$ cat src/logic/buck_cfg_pkg.sv
// Constants for the step-down converter configuration bank: register
// indices, field positions, reset values and mode encodings.
// Assumes byte addresses on the register bus are four times the index.
package buck_cfg_pkg;

  localparam int          NUM_CONV        = 3;
  localparam int          CONV_CORE_ONE   = 0;
  localparam int          CONV_CORE_TWO   = 1;
  localparam int          CONV_GENERAL    = 2;

  localparam int          ADDR_W          = 12;
  localparam logic [7:0]  IDX_CURRENT_LIM = 8'h9c;
  localparam logic [7:0]  IDX_CORE_TWO    = 8'h9d;
  localparam logic [7:0]  IDX_CORE_ONE    = 8'h9e;
  localparam logic [7:0]  IDX_GENERAL     = 8'h9f;
  localparam logic [7:0]  IDX_STATUS      = 8'hc0;

  localparam logic [7:0]  RST_CURRENT_LIM = 8'h00;
  localparam logic [7:0]  RST_CONFIG      = 8'h01;
  localparam logic [7:0]  CORE_RSVD_MASK  = 8'h18;

  localparam int          ILIM_TWO_LSB    = 4;
  localparam int          ILIM_ONE_LSB    = 0;
  localparam int          MODE_LSB        = 6;
  localparam int          PD_OFF_BIT      = 5;
  localparam int          TERM_MODE_BIT   = 4;
  localparam int          TERM_REF_BIT    = 3;
  localparam int          FB_LSB          = 0;

  localparam int          ST_FB_INV_LSB   = 0;
  localparam int          ST_TERM_ERR     = 3;
  localparam int          ST_FULL_CUR     = 4;
  localparam int          ST_DUAL_PHASE   = 5;
  localparam int          ST_MERGE        = 6;

  localparam logic [11:0] ILIM_BASE_MA    = 12'h1f4;
  localparam logic [11:0] ILIM_STEP_MA    = 12'h064;

  localparam logic [1:0]  POLICY_AB       = 2'h0;
  localparam logic [1:0]  POLICY_SLEEP    = 2'h1;
  localparam logic [1:0]  POLICY_SYNC     = 2'h2;
  localparam logic [1:0]  POLICY_AUTO     = 2'h3;

  localparam logic [1:0]  OP_SYNC         = 2'h0;
  localparam logic [1:0]  OP_SLEEP        = 2'h1;
  localparam logic [1:0]  OP_AUTO         = 2'h2;

endpackage : buck_cfg_pkg

$ cat src/logic/reg_access_if.sv
// Carries register writes and read lookups from the bus slave to the bank.
// Assumes one clock domain on both sides.
`timescale 1ns/1ps
interface reg_access_if;
  logic       wr_en;
  logic [7:0] wr_idx;
  logic [7:0] wr_data;
  logic [7:0] rd_idx;
  logic [7:0] rd_data;

  modport slave (output wr_en, output wr_idx, output wr_data, output rd_idx, input rd_data);
  modport bank  (input wr_en, input wr_idx, input wr_data, input rd_idx, output rd_data);
endinterface : reg_access_if

$ cat src/logic/ahb_reg_slave.sv
// AHB-Lite slave with no wait states for byte-wide registers on word slots.
// Assumes single word transfers; other sizes are treated as words.
`timescale 1ns/1ps
module ahb_reg_slave
  import buck_cfg_pkg::*;
(
  input  wire logic              sys_clk,
  input  wire logic              arst_n,
  input  wire logic              hsel,
  input  wire logic [ADDR_W-1:0] haddr,
  input  wire logic [1:0]        htrans,
  input  wire logic              hwrite,
  input  wire logic [2:0]        hsize,
  input  wire logic [31:0]       hwdata,
  output logic      [31:0]       hrdata,
  output logic                   hreadyout,
  output logic                   hresp,
  reg_access_if.slave            regs
);

  logic        accept;
  logic        idx_ok;
  logic        wr_pend_d, wr_pend_q;
  logic [7:0]  wr_idx_d, wr_idx_q;
  logic [31:0] rdata_d, rdata_q;
  logic [2:0]  size_seen;

  // Size is not checked: only whole words are ever issued
  assign size_seen = hsize;
  assign accept    = hsel && htrans[1] && hreadyout;
  assign idx_ok    = (haddr[ADDR_W-1:10] == 2'h0) && (haddr[1:0] == 2'h0);

  assign regs.rd_idx  = haddr[9:2];
  assign regs.wr_en   = wr_pend_q;
  assign regs.wr_idx  = wr_idx_q;
  assign regs.wr_data = hwdata[7:0];

  always_comb
  begin
    wr_pend_d = accept && hwrite && idx_ok;
    wr_idx_d  = accept ? haddr[9:2] : wr_idx_q;
    rdata_d   = rdata_q;
    if (accept && !hwrite)
    begin
      rdata_d = 32'h0000_0000;
      // The bank answers with next-state values, so a write still in its
      // data phase is seen already masked, as the register will hold it
      if (idx_ok)
        rdata_d[7:0] = regs.rd_data;
    end
  end

  always_ff @(posedge sys_clk or negedge arst_n)
  begin
    if (!arst_n)
    begin
      wr_pend_q <= 1'b0;
      wr_idx_q  <= 8'h00;
      rdata_q   <= 32'h0000_0000;
    end
    else
    begin
      wr_pend_q <= wr_pend_d;
      wr_idx_q  <= wr_idx_d;
      rdata_q   <= rdata_d;
    end
  end

  assign hrdata    = rdata_q;
  assign hreadyout = 1'b1;
  assign hresp     = 1'b0;

endmodule : ahb_reg_slave

$ cat src/logic/buck_core_pro_config_regs.sv
// Configuration register bank for two core step-down converters and one
// general converter usable as a memory termination supply.
// Assumes an AHB-Lite master on sys_clk and synchronous status inputs.
//
// The implementer's own choice: the AHB-Lite interface to the registers.
`timescale 1ns/1ps
module buck_core_pro_config_regs
  import buck_cfg_pkg::*;
(
  input  wire logic                         sys_clk,
  input  wire logic                         arst_n,
  input  wire logic                         hsel,
  input  wire logic [ADDR_W-1:0]            haddr,
  input  wire logic [1:0]                   htrans,
  input  wire logic                         hwrite,
  input  wire logic [2:0]                   hsize,
  input  wire logic [31:0]                  hwdata,
  output logic      [31:0]                  hrdata,
  output logic                              hreadyout,
  output logic                              hresp,
  input  wire logic                         full_current_active,
  input  wire logic                         dual_phase_active,
  input  wire logic                         core_pair_merge,
  input  wire logic [NUM_CONV-1:0]          sleep_select_a,
  input  wire logic [NUM_CONV-1:0]          conv_enabled,
  output logic      [11:0]                  core_one_current_limit_ma,
  output logic      [11:0]                  core_two_current_limit_ma,
  output logic      [NUM_CONV-1:0][1:0]     conv_op_mode,
  output logic      [NUM_CONV-1:0]          conv_pulldown_on,
  output logic      [NUM_CONV-1:0][2:0]     conv_sense_mix,
  output logic      [NUM_CONV-1:0]          conv_feedback_invalid,
  output logic                              core_one_mixer_off,
  output logic                              core_one_remote_diff_sense,
  output logic                              termination_mode_on,
  output logic                              termination_reference_on,
  output logic                              reference_port_comparator,
  output logic                              memory_sense_reports_input
);

  reg_access_if regs ();

  ahb_reg_slave u_slave (
    .sys_clk   (sys_clk),
    .arst_n    (arst_n),
    .hsel      (hsel),
    .haddr     (haddr),
    .htrans    (htrans),
    .hwrite    (hwrite),
    .hsize     (hsize),
    .hwdata    (hwdata),
    .hrdata    (hrdata),
    .hreadyout (hreadyout),
    .hresp     (hresp),
    .regs      (regs)
  );

  // Register storage
  logic [7:0] current_limits_d, current_limits_q;
  logic [7:0] core_two_config_d, core_two_config_q;
  logic [7:0] core_one_config_d, core_one_config_q;
  logic [7:0] general_config_d, general_config_q;
  logic [7:0] status_view;

  function automatic logic [11:0] limit_ma(input logic [3:0] code, input logic full);
    logic [11:0] base;
    base = ILIM_BASE_MA + ({8'h00, code} * ILIM_STEP_MA);
    return full ? {base[10:0], 1'b0} : base;
  endfunction : limit_ma

  function automatic logic wr_hit(input logic [7:0] idx);
    return regs.wr_en && (regs.wr_idx == idx);
  endfunction : wr_hit

  always_comb
  begin
    current_limits_d  = current_limits_q;
    core_two_config_d = core_two_config_q;
    core_one_config_d = core_one_config_q;
    general_config_d  = general_config_q;
    if (wr_hit(IDX_CURRENT_LIM))
      current_limits_d = regs.wr_data;
    if (wr_hit(IDX_CORE_TWO))
      core_two_config_d = regs.wr_data & ~CORE_RSVD_MASK;
    if (wr_hit(IDX_CORE_ONE))
      core_one_config_d = regs.wr_data & ~CORE_RSVD_MASK;
    if (wr_hit(IDX_GENERAL))
      general_config_d = regs.wr_data;
  end

  always_ff @(posedge sys_clk or negedge arst_n)
  begin
    if (!arst_n)
    begin
      current_limits_q  <= RST_CURRENT_LIM;
      core_two_config_q <= RST_CONFIG;
      core_one_config_q <= RST_CONFIG;
      general_config_q  <= RST_CONFIG;
    end
    else
    begin
      current_limits_q  <= current_limits_d;
      core_two_config_q <= core_two_config_d;
      core_one_config_q <= core_one_config_d;
      general_config_q  <= general_config_d;
    end
  end

  // Per-converter field views, indexed by converter number
  logic [NUM_CONV-1:0][7:0] conv_cfg;
  logic [NUM_CONV-1:0]      pd_inhibit;
  logic [NUM_CONV-1:0][1:0] op_mode_w;
  logic [NUM_CONV-1:0]      pd_on_w;
  logic [NUM_CONV-1:0][2:0] sense_w;
  logic [NUM_CONV-1:0]      fb_inv_w;

  assign conv_cfg[CONV_CORE_ONE]   = core_one_config_q;
  assign conv_cfg[CONV_CORE_TWO]   = core_two_config_q;
  assign conv_cfg[CONV_GENERAL]    = general_config_q;
  // Paralleled phases must not discharge each other's output
  assign pd_inhibit[CONV_CORE_ONE] = 1'b0;
  assign pd_inhibit[CONV_CORE_TWO] = dual_phase_active;
  assign pd_inhibit[CONV_GENERAL]  = 1'b0;

  generate
    for (genvar c = 0; c < NUM_CONV; c++)
    begin : g_conv
      // Only core one treats an all-zero sense field as a legal setting
      converter_policy #(
        .ZERO_FB_VALID (c == CONV_CORE_ONE)
      ) u_policy (
        .mode_policy      (conv_cfg[c][MODE_LSB+:2]),
        .sleep_select_a   (sleep_select_a[c]),
        .pulldown_off     (conv_cfg[c][PD_OFF_BIT]),
        .conv_enabled     (conv_enabled[c]),
        .pulldown_inhibit (pd_inhibit[c]),
        .feedback_select  (conv_cfg[c][FB_LSB+:3]),
        .op_mode          (op_mode_w[c]),
        .pulldown_on      (pd_on_w[c]),
        .sense_mix        (sense_w[c]),
        .feedback_invalid (fb_inv_w[c])
      );
    end
  endgenerate

  // Output stage: every output but the tied-off hreadyout and hresp leaves from a flip-flop
  logic [11:0]              one_lim_d, one_lim_q;
  logic [11:0]              two_lim_d, two_lim_q;
  logic [NUM_CONV-1:0][1:0] op_mode_d, op_mode_q;
  logic [NUM_CONV-1:0]      pd_on_d, pd_on_q;
  logic [NUM_CONV-1:0][2:0] sense_d, sense_q;
  logic [NUM_CONV-1:0]      fb_inv_d, fb_inv_q;
  logic                     mixer_off_d, mixer_off_q;
  logic                     remote_diff_d, remote_diff_q;
  logic                     term_mode_d, term_mode_q;
  logic                     term_ref_d, term_ref_q;
  logic                     ref_cmp_d, ref_cmp_q;
  logic                     mem_in_d, mem_in_q;
  logic                     term_err;
  logic                     core_one_fb_zero;

  assign core_one_fb_zero = (core_one_config_q[FB_LSB+:3] == 3'h0);
  // Termination without the reference enable cannot track; flagged, not blocked
  assign term_err = general_config_q[TERM_MODE_BIT] && !general_config_q[TERM_REF_BIT];

  always_comb
  begin
    one_lim_d     = limit_ma(current_limits_q[ILIM_ONE_LSB+:4], full_current_active);
    two_lim_d     = limit_ma(current_limits_q[ILIM_TWO_LSB+:4], full_current_active);
    op_mode_d     = op_mode_w;
    pd_on_d       = pd_on_w;
    sense_d       = sense_w;
    fb_inv_d      = fb_inv_w;
    mixer_off_d   = core_one_fb_zero;
    remote_diff_d = core_one_fb_zero && core_pair_merge;
    term_mode_d   = general_config_q[TERM_MODE_BIT];
    term_ref_d    = general_config_q[TERM_REF_BIT];
    ref_cmp_d     = !general_config_q[TERM_REF_BIT];
    mem_in_d      = !general_config_q[TERM_REF_BIT];
  end

  always_ff @(posedge sys_clk or negedge arst_n)
  begin
    if (!arst_n)
    begin
      one_lim_q     <= 12'h000;
      two_lim_q     <= 12'h000;
      op_mode_q     <= '0;
      pd_on_q       <= '0;
      sense_q       <= '0;
      fb_inv_q      <= '0;
      mixer_off_q   <= 1'b0;
      remote_diff_q <= 1'b0;
      term_mode_q   <= 1'b0;
      term_ref_q    <= 1'b0;
      // Reference port falls back to the comparator while held in reset
      ref_cmp_q     <= 1'b1;
      mem_in_q      <= 1'b1;
    end
    else
    begin
      one_lim_q     <= one_lim_d;
      two_lim_q     <= two_lim_d;
      op_mode_q     <= op_mode_d;
      pd_on_q       <= pd_on_d;
      sense_q       <= sense_d;
      fb_inv_q      <= fb_inv_d;
      mixer_off_q   <= mixer_off_d;
      remote_diff_q <= remote_diff_d;
      term_mode_q   <= term_mode_d;
      term_ref_q    <= term_ref_d;
      ref_cmp_q     <= ref_cmp_d;
      mem_in_q      <= mem_in_d;
    end
  end

  assign core_one_current_limit_ma  = one_lim_q;
  assign core_two_current_limit_ma  = two_lim_q;
  assign conv_op_mode               = op_mode_q;
  assign conv_pulldown_on           = pd_on_q;
  assign conv_sense_mix             = sense_q;
  assign conv_feedback_invalid      = fb_inv_q;
  assign core_one_mixer_off         = mixer_off_q;
  assign core_one_remote_diff_sense = remote_diff_q;
  assign termination_mode_on        = term_mode_q;
  assign termination_reference_on   = term_ref_q;
  assign reference_port_comparator  = ref_cmp_q;
  assign memory_sense_reports_input = mem_in_q;

  // Read mux; status shows live block state, unmapped slots read zero
  always_comb
  begin
    status_view                           = 8'h00;
    status_view[ST_FB_INV_LSB+:NUM_CONV]  = fb_inv_w;
    status_view[ST_TERM_ERR]              = term_err;
    status_view[ST_FULL_CUR]              = full_current_active;
    status_view[ST_DUAL_PHASE]            = dual_phase_active;
    status_view[ST_MERGE]                 = core_pair_merge;
    case (regs.rd_idx)
      // Next-state values: a read right behind a write returns the stored form
      IDX_CURRENT_LIM: regs.rd_data = current_limits_d;
      IDX_CORE_TWO:    regs.rd_data = core_two_config_d;
      IDX_CORE_ONE:    regs.rd_data = core_one_config_d;
      IDX_GENERAL:     regs.rd_data = general_config_d;
      IDX_STATUS:      regs.rd_data = status_view;
      default:         regs.rd_data = 8'h00;
    endcase
  end

endmodule : buck_core_pro_config_regs

$ cat src/logic/converter_policy.sv
// Resolves one converter's mode policy, discharge pull-down and sense mix.
// Assumes all inputs are synchronous levels; purely combinational.
`timescale 1ns/1ps
module converter_policy
  import buck_cfg_pkg::*;
#(
  parameter bit ZERO_FB_VALID = 1'b0
)
(
  input  wire logic [1:0] mode_policy,
  input  wire logic       sleep_select_a,
  input  wire logic       pulldown_off,
  input  wire logic       conv_enabled,
  input  wire logic       pulldown_inhibit,
  input  wire logic [2:0] feedback_select,
  output logic      [1:0] op_mode,
  output logic            pulldown_on,
  output logic      [2:0] sense_mix,
  output logic            feedback_invalid
);

  always_comb
  begin
    case (mode_policy)
      POLICY_AB:    op_mode = sleep_select_a ? OP_SLEEP : OP_SYNC;
      POLICY_SLEEP: op_mode = OP_SLEEP;
      POLICY_SYNC:  op_mode = OP_SYNC;
      POLICY_AUTO:  op_mode = OP_AUTO;
      default:      op_mode = OP_SYNC;
    endcase
  end

  // Discharge only acts while the converter is off
  assign pulldown_on      = !conv_enabled && !pulldown_off && !pulldown_inhibit;
  assign sense_mix        = feedback_select;
  assign feedback_invalid = (feedback_select == 3'h0) && !ZERO_FB_VALID;

endmodule : converter_policy

$ cat config.mk
export PLATFORM = sky130hd
export DESIGN_NAME = buck_core_pro_config_regs
export DESIGN_NICKNAME = d
export VERILOG_FILES = /design/src/logic/buck_cfg_pkg.sv /design/src/logic/reg_access_if.sv /design/src/logic/ahb_reg_slave.sv /design/src/logic/buck_core_pro_config_regs.sv /design/src/logic/converter_policy.sv
export SDC_FILE = /design/constraint.sdc
export NUM_CORES = 1
export LEC_CHECK = 0
export BUFFER_PORTS_ARGS = -buffer_cell sky130_fd_sc_hd__buf_2
export CAP_MARGIN = 30
export CORE_MARGIN = 2
export CORE_UTILIZATION = 30
export DETAILED_ROUTE_END_ITERATION = 8
export SLEW_MARGIN = 20
export SYNTH_ARGS = -nofsm -noshare
export SYNTH_HDL_FRONTEND = slang
export SYNTH_SLANG_ARGS = --single-unit
$ cat constraint.sdc
create_clock -name sys_clk -period 6.95 [get_ports sys_clk]
set_input_delay 0.695 -clock sys_clk [delete_from_list [all_inputs] [get_ports sys_clk]]
set_output_delay 0.695 -clock sys_clk [all_outputs]
set_load 0.02 [all_outputs]
Yosys cells after proc, flatten, opt, wreduce, memory -nomap -nowiden
Cells that the tools add are included.
{"block": "totals", "register_bits": 98, "latch_bits": 0, "ramBits": 0, "mem_bits_ro": 0, "input_bits": 62, "out_inout_bits": 85, "elab_cells": 90, "mem_count": 0}
{"block": "op_classes", "add_sub_neg": 2, "n_mul": 2, "n_div": 0, "n_lt_le_gt_ge": 0, "eq_ne": 18, "shift": 0, "n_mux": 14, "n_bitwise": 0, "reduce_logical": 32}
{"operator": "$eq 8x8->1 const B", "n": 9}
{"operator": "$mux 8", "n": 5}
{"operator": "$pmux 8 s5", "n": 1}
{"operator": "$add 9x11->12 const A", "n": 2}
{"operator": "$mux 12", "n": 2}
{"operator": "$pmux 2 s4", "n": 3}
{"operator": "$mul 4x5->9 const B", "n": 2}
{"operator": "$logic_and 1x1->1", "n": 15}
{"operator": "$eq 2x2->1 const B", "n": 6}
{"operator": "$logic_not 2->1", "n": 5}
{"operator": "$logic_not 1->1", "n": 9}
{"operator": "$logic_not 3->1", "n": 3}
{"operator": "$eq 2x1->1 const B", "n": 3}
{"operator": "$mux 1", "n": 3}

Depth between registers and ports, before layout
{"block": "logic_depth", "ltp_word": 5, "mapped_depth": 11, "mapped_depth_nobuf": 10}

Modules after synthesis
A second synthesis with hierarchy kept.
{"block": "hier_totals", "cells_unflattened": 446, "hier_area_um2": 5054.8}
{"module": "buck_core_pro_config_regs", "instances": 1, "cells_each": 333, "area_per_inst_um2": 3856.2, "seq_area_each_um2": 1956.9}
{"module": "ahb_reg_slave", "instances": 1, "cells_each": 91, "area_per_inst_um2": 1017.2, "seq_area_each_um2": 425.4}
{"module": "converter_policy (g_conv[1].u_policy ...)", "instances": 2, "cells_each": 7, "area_per_inst_um2": 60.1, "seq_area_each_um2": 0.0}
{"module": "converter_policy (g_conv[0].u_policy)", "instances": 1, "cells_each": 8, "area_per_inst_um2": 61.3, "seq_area_each_um2": 0.0}

Worst setup path after synthesis
OpenSTA, ideal clock, no wires.
{"block": "synth_timing", "path_kind": "reg2reg", "from": "register current_limits_q[2]", "to": "register one_lim_q[9] (netlist: core_one_current_limit_ma[9])", "setup_time_ns": 0.104, "arrival_ns": 2.401, "t_required_ns": 6.846, "setup_slack_ns": 4.446, "path_stages_with_launch": 10, "n_path_buf": 1, "period_less_slack_ns": 2.504, "cell_sequence": "dfrtp_1 buf_2 inv_1 ha_1 inv_1 fa_1 xnor2_1 nand2_1 mux2_2 a221oi_1"}
{"block": "synth_via", "elab_chain_cells": 3}
{"element": "start, declared", "line": "buck_core_pro_config_regs.sv:58", "rtl": "logic [7:0] current_limits_d, current_limits_q;"}
{"element": "start signal, assigned", "line": "buck_core_pro_config_regs.sv:101", "rtl": "current_limits_q <= current_limits_d;"}
{"element": "$mul 4x5->9", "line": "buck_core_pro_config_regs.sv:66", "rtl": "base = ILIM_BASE_MA + ({8'h00, code} * ILIM_STEP_MA);"}
{"element": "$add 9x11->12", "line": "buck_core_pro_config_regs.sv:66"}
{"element": "$mux 12", "line": "buck_core_pro_config_regs.sv:67", "rtl": "return full ? {base[10:0], 1'b0} : base;"}
{"element": "net one_lim_d[9]", "line": "buck_core_pro_config_regs.sv:146", "rtl": "logic [11:0] one_lim_d, one_lim_q;"}
{"element": "end signal, assigned", "line": "buck_core_pro_config_regs.sv:201", "rtl": "one_lim_q <= one_lim_d;"}
{"element": "end, declared", "line": "buck_core_pro_config_regs.sv:146"}
The timed path passes the listed nets, and every way through them passes these cells.
A chain may end at the register's enable or synchronous reset.

Worst setup path after layout
Ends and elaborated chain as after synthesis.

==> impl_metrics.tcl <==
set metrics [dict create \
    status "finished, final reports clean" \
    synth_area_per_cell_um2 10.9 \
    synth_edf_count 0 \
    yosysWarnings 0 \
    root_buffer "clkbuf_16" \
    cts_resized 0 \
    cts_sinks 94 \
    synth.distinct_cells 77 \
    period_share_pct 42.8 \
    min_path_type "in2async" \
    post-synth-top-area-fraction_pct 43.8 \
    rows 47 \
    area_growth_pct 14.7 \
    tightest_slew_ns 0.717 \
    tns_ns 0 \
    cp_slowest_cell "dfrtp_1" \
    fin_util_pct 35.3 \
    wl_per_cell_um 15.5 \
    required_ns 7.17 \
    rr_worst_depth 9 \
    cap_violations 0 \
    grt_overflow 0 \
    cp-start-kind "flop" \
    cts_tree "done" \
    finish.net_count 633 \
    synth_common_cells "dfrtp_1, nand2_1, buf_4, mux2_2, a21oi_1" \
    synth.most_common_cell "dfrtp_1" \
    power_density_nw_per_um2 204 \
    drtPass1Iterations 4 \
    fin_crit_ns 2.97 \
    clock-skew-final_ns 0.0107 \
    grt_pass1_vias 3695 \
    critPathMaxStageDelay_ns 0.65 \
    endpoint_kind "flop" \
    syn_inst 473 \
    hold_violations 0 \
    fmax_ghz 0.336 \
    grt_setup_unrepaired "false" \
    gp_congestion 0.818 \
    antenna_found_initial 0 \
    place_ws_ns 4.04 \
    layout-drive-gt1-share_pct 30.9 \
    cts.clk_slew.worst_paths_ns 0.07 \
    grt.total_usage_pct 13.6 \
    ys.flop_type "dfrtp_1" \
    finalSetupViolCount 0 \
    path_buf_inv 2 \
    cts_max_level 3 \
    coreArea_um2 16700 \
    grt_pass1_wl_mm 19.1 \
    synth_area_leaders "dfrtp_1, mux2_2, ha_1" \
    clkLatencyLatePin_ns 0.35 \
    setup_ws_ns 3.98 \
    cts-hold-fix-buffers 0 \
    die-area_um2 18200 \
    p_leak_uw 0.00268 \
    crit_path_max_fanout 13 \
    cts_buffer_depth 2 \
    netlist_area_um2 5140 \
    ys_ff_latch 94 \
    die_h_um 135 \
    drc_errors 0 \
    ir_drop_mv 0.141 \
    postCtsSetupBuffers 0 \
    crit_type "reg2reg" \
    async_reset_ff_share_pct 100 \
    drv_slew 0 \
    start_util_pct 30.8 \
    path_cells "inv_1 > ha_1 > inv_1 > ha_1 > a21oi_1 > nor2b_1 > xnor2_1 > mux2_2 > a221oi_1" \
    cp_num_cells 9 \
    whs_ns 0.228 \
    totalWireLength_mm 12.0 \
    dieWidth_um 135 \
    path_delay_family "flip-flops" \
    slew_headroom_pct 52.2 \
    total_power_uw 1200 \
    portBuffers 87 \
    critPathArrivalTime_ns 3.19 \
    cts_made_buffers 9 \
    io_pins 147 \
    viasPerCell 4.88 \
    yosys.area.top_type "dfrtp_1" \
    initialDrtViolationCount 289 \
    yosysSeqAreaShare_pct 45.8 \
    diodes 0 \
    grt_max_degree 73 \
    dp_hpwl_mm 8.97 \
    routed-via-count 3779 \
    antenna_left 0 \
]
==> registers in the layout, summed over array words and instances (netlist names) <==
signal                      cells
current_limits_q                8
conv_pulldown_on                3
core_one_remote_diff_sense      1
termination_reference_on        1
core_two_current_limit_ma      10
conv_sense_mix                  9
memory_sense_reports_input      1
u_slave.regs.wr_idx             8
termination_mode_on             1
core_one_current_limit_ma      10
general_config_q                8
u_slave.hrdata                  8
core_one_config_q               8
conv_feedback_invalid           2
core_two_config_q               8
core_one_mixer_off              1
conv_op_mode                    6
u_slave.regs.wr_en              1
==> cell type report <==
class / instances / area (um2)
multi-input combinational: 343 / 2450
tap: 220 / 275
timing repair buffer: 89 / 465
fill: 1693 / 10800
inverter: 12 / 45.0
sequential: 94 / 2360
clock inverter: 6 / 68.8
clock buffer: 10 / 239
==> logic make-up (layout without fill, tap and decap cells) <==
logic type | count (synthesis) | in the layout | synth area share, %
XOR/XNOR | 13 | 13 | 2.21
AO/OA/AOI/OAI | 88 | 88 | 12.5
other | 2 | 31 | 0.146
adder cells (fa/ha/maj) | 22 | 22 | 5.64
buffers and inverters | 65 | 117 | 8.66
flip-flops | 94 | 94 | 45.8
multiplexers | 36 | 36 | 8.00
AND/OR/NAND/NOR | 153 | 153 | 17.1
==> final timing paths <==
check                                           from  slack, ns                            to
worst min-delay path                          arst_n       0.23  core_one_current_limit_ma[6]
worst min register to register  core_two_config_q[1]       0.40             conv_sense_mix[4]
min in group sys_clk            core_two_config_q[1]       0.40             conv_sense_mix[4]
worst max-delay path             current_limits_q[2]       3.98  core_one_current_limit_ma[9]
max in group asynchronous                     arst_n       5.70          core_one_config_q[0]
worst max register to register   current_limits_q[2]       3.98  core_one_current_limit_ma[9]
==> power by group <==
part / switching, uW / internal [uW]
registers: 14.3 / 569
logic: 73.8 / 37.0
clock network: 218 / 290
==> worst reg2reg max path, cell delays in order (launching register included) <==
cell	delay (ns)
dfrtp_1	0.65
inv_1	0.17
ha_1	0.31
inv_1	0.06
ha_1	0.29
a21oi_1	0.14
nor2b_1	0.08
xnor2_1	0.44
mux2_2	0.39
a221oi_1	0.30
==> layer usage <==
metal  global-route usage, %  up-vias  share of wire [%]
li1                        -     1793                  -
met1                    17.5     1841                 44
met2                    21.9      134                 48
met3                    4.77       11                7.3
met4                    3.41        0               0.67
met5                       0        -                  0
==> placed cells by master, fill, tap and decap left out, drive strengths merged, types with 5 or more instances in the layout <==
master,count
dfrtp,90
buf,89
nand2,43
mux2,32
conb,31
a21oi,26
nor2,23
nand3,22
ha,20
nor3,14
o21ai,13
and2,12
inv,12
clkbuf,10
o211ai,8
xor2,7
and3,7
xnor2,6
a22oi,6
o31ai,5
==> stage by stage <==
step                instance area (um2)  instances
floorplan                          5250        502
global placement                   5570        757
detailed placement                 5570        757
CTS                                5880        773
global route                       5900        774
finish                             5900        774
Note: power is estimated with default switching activity, not from simulation.
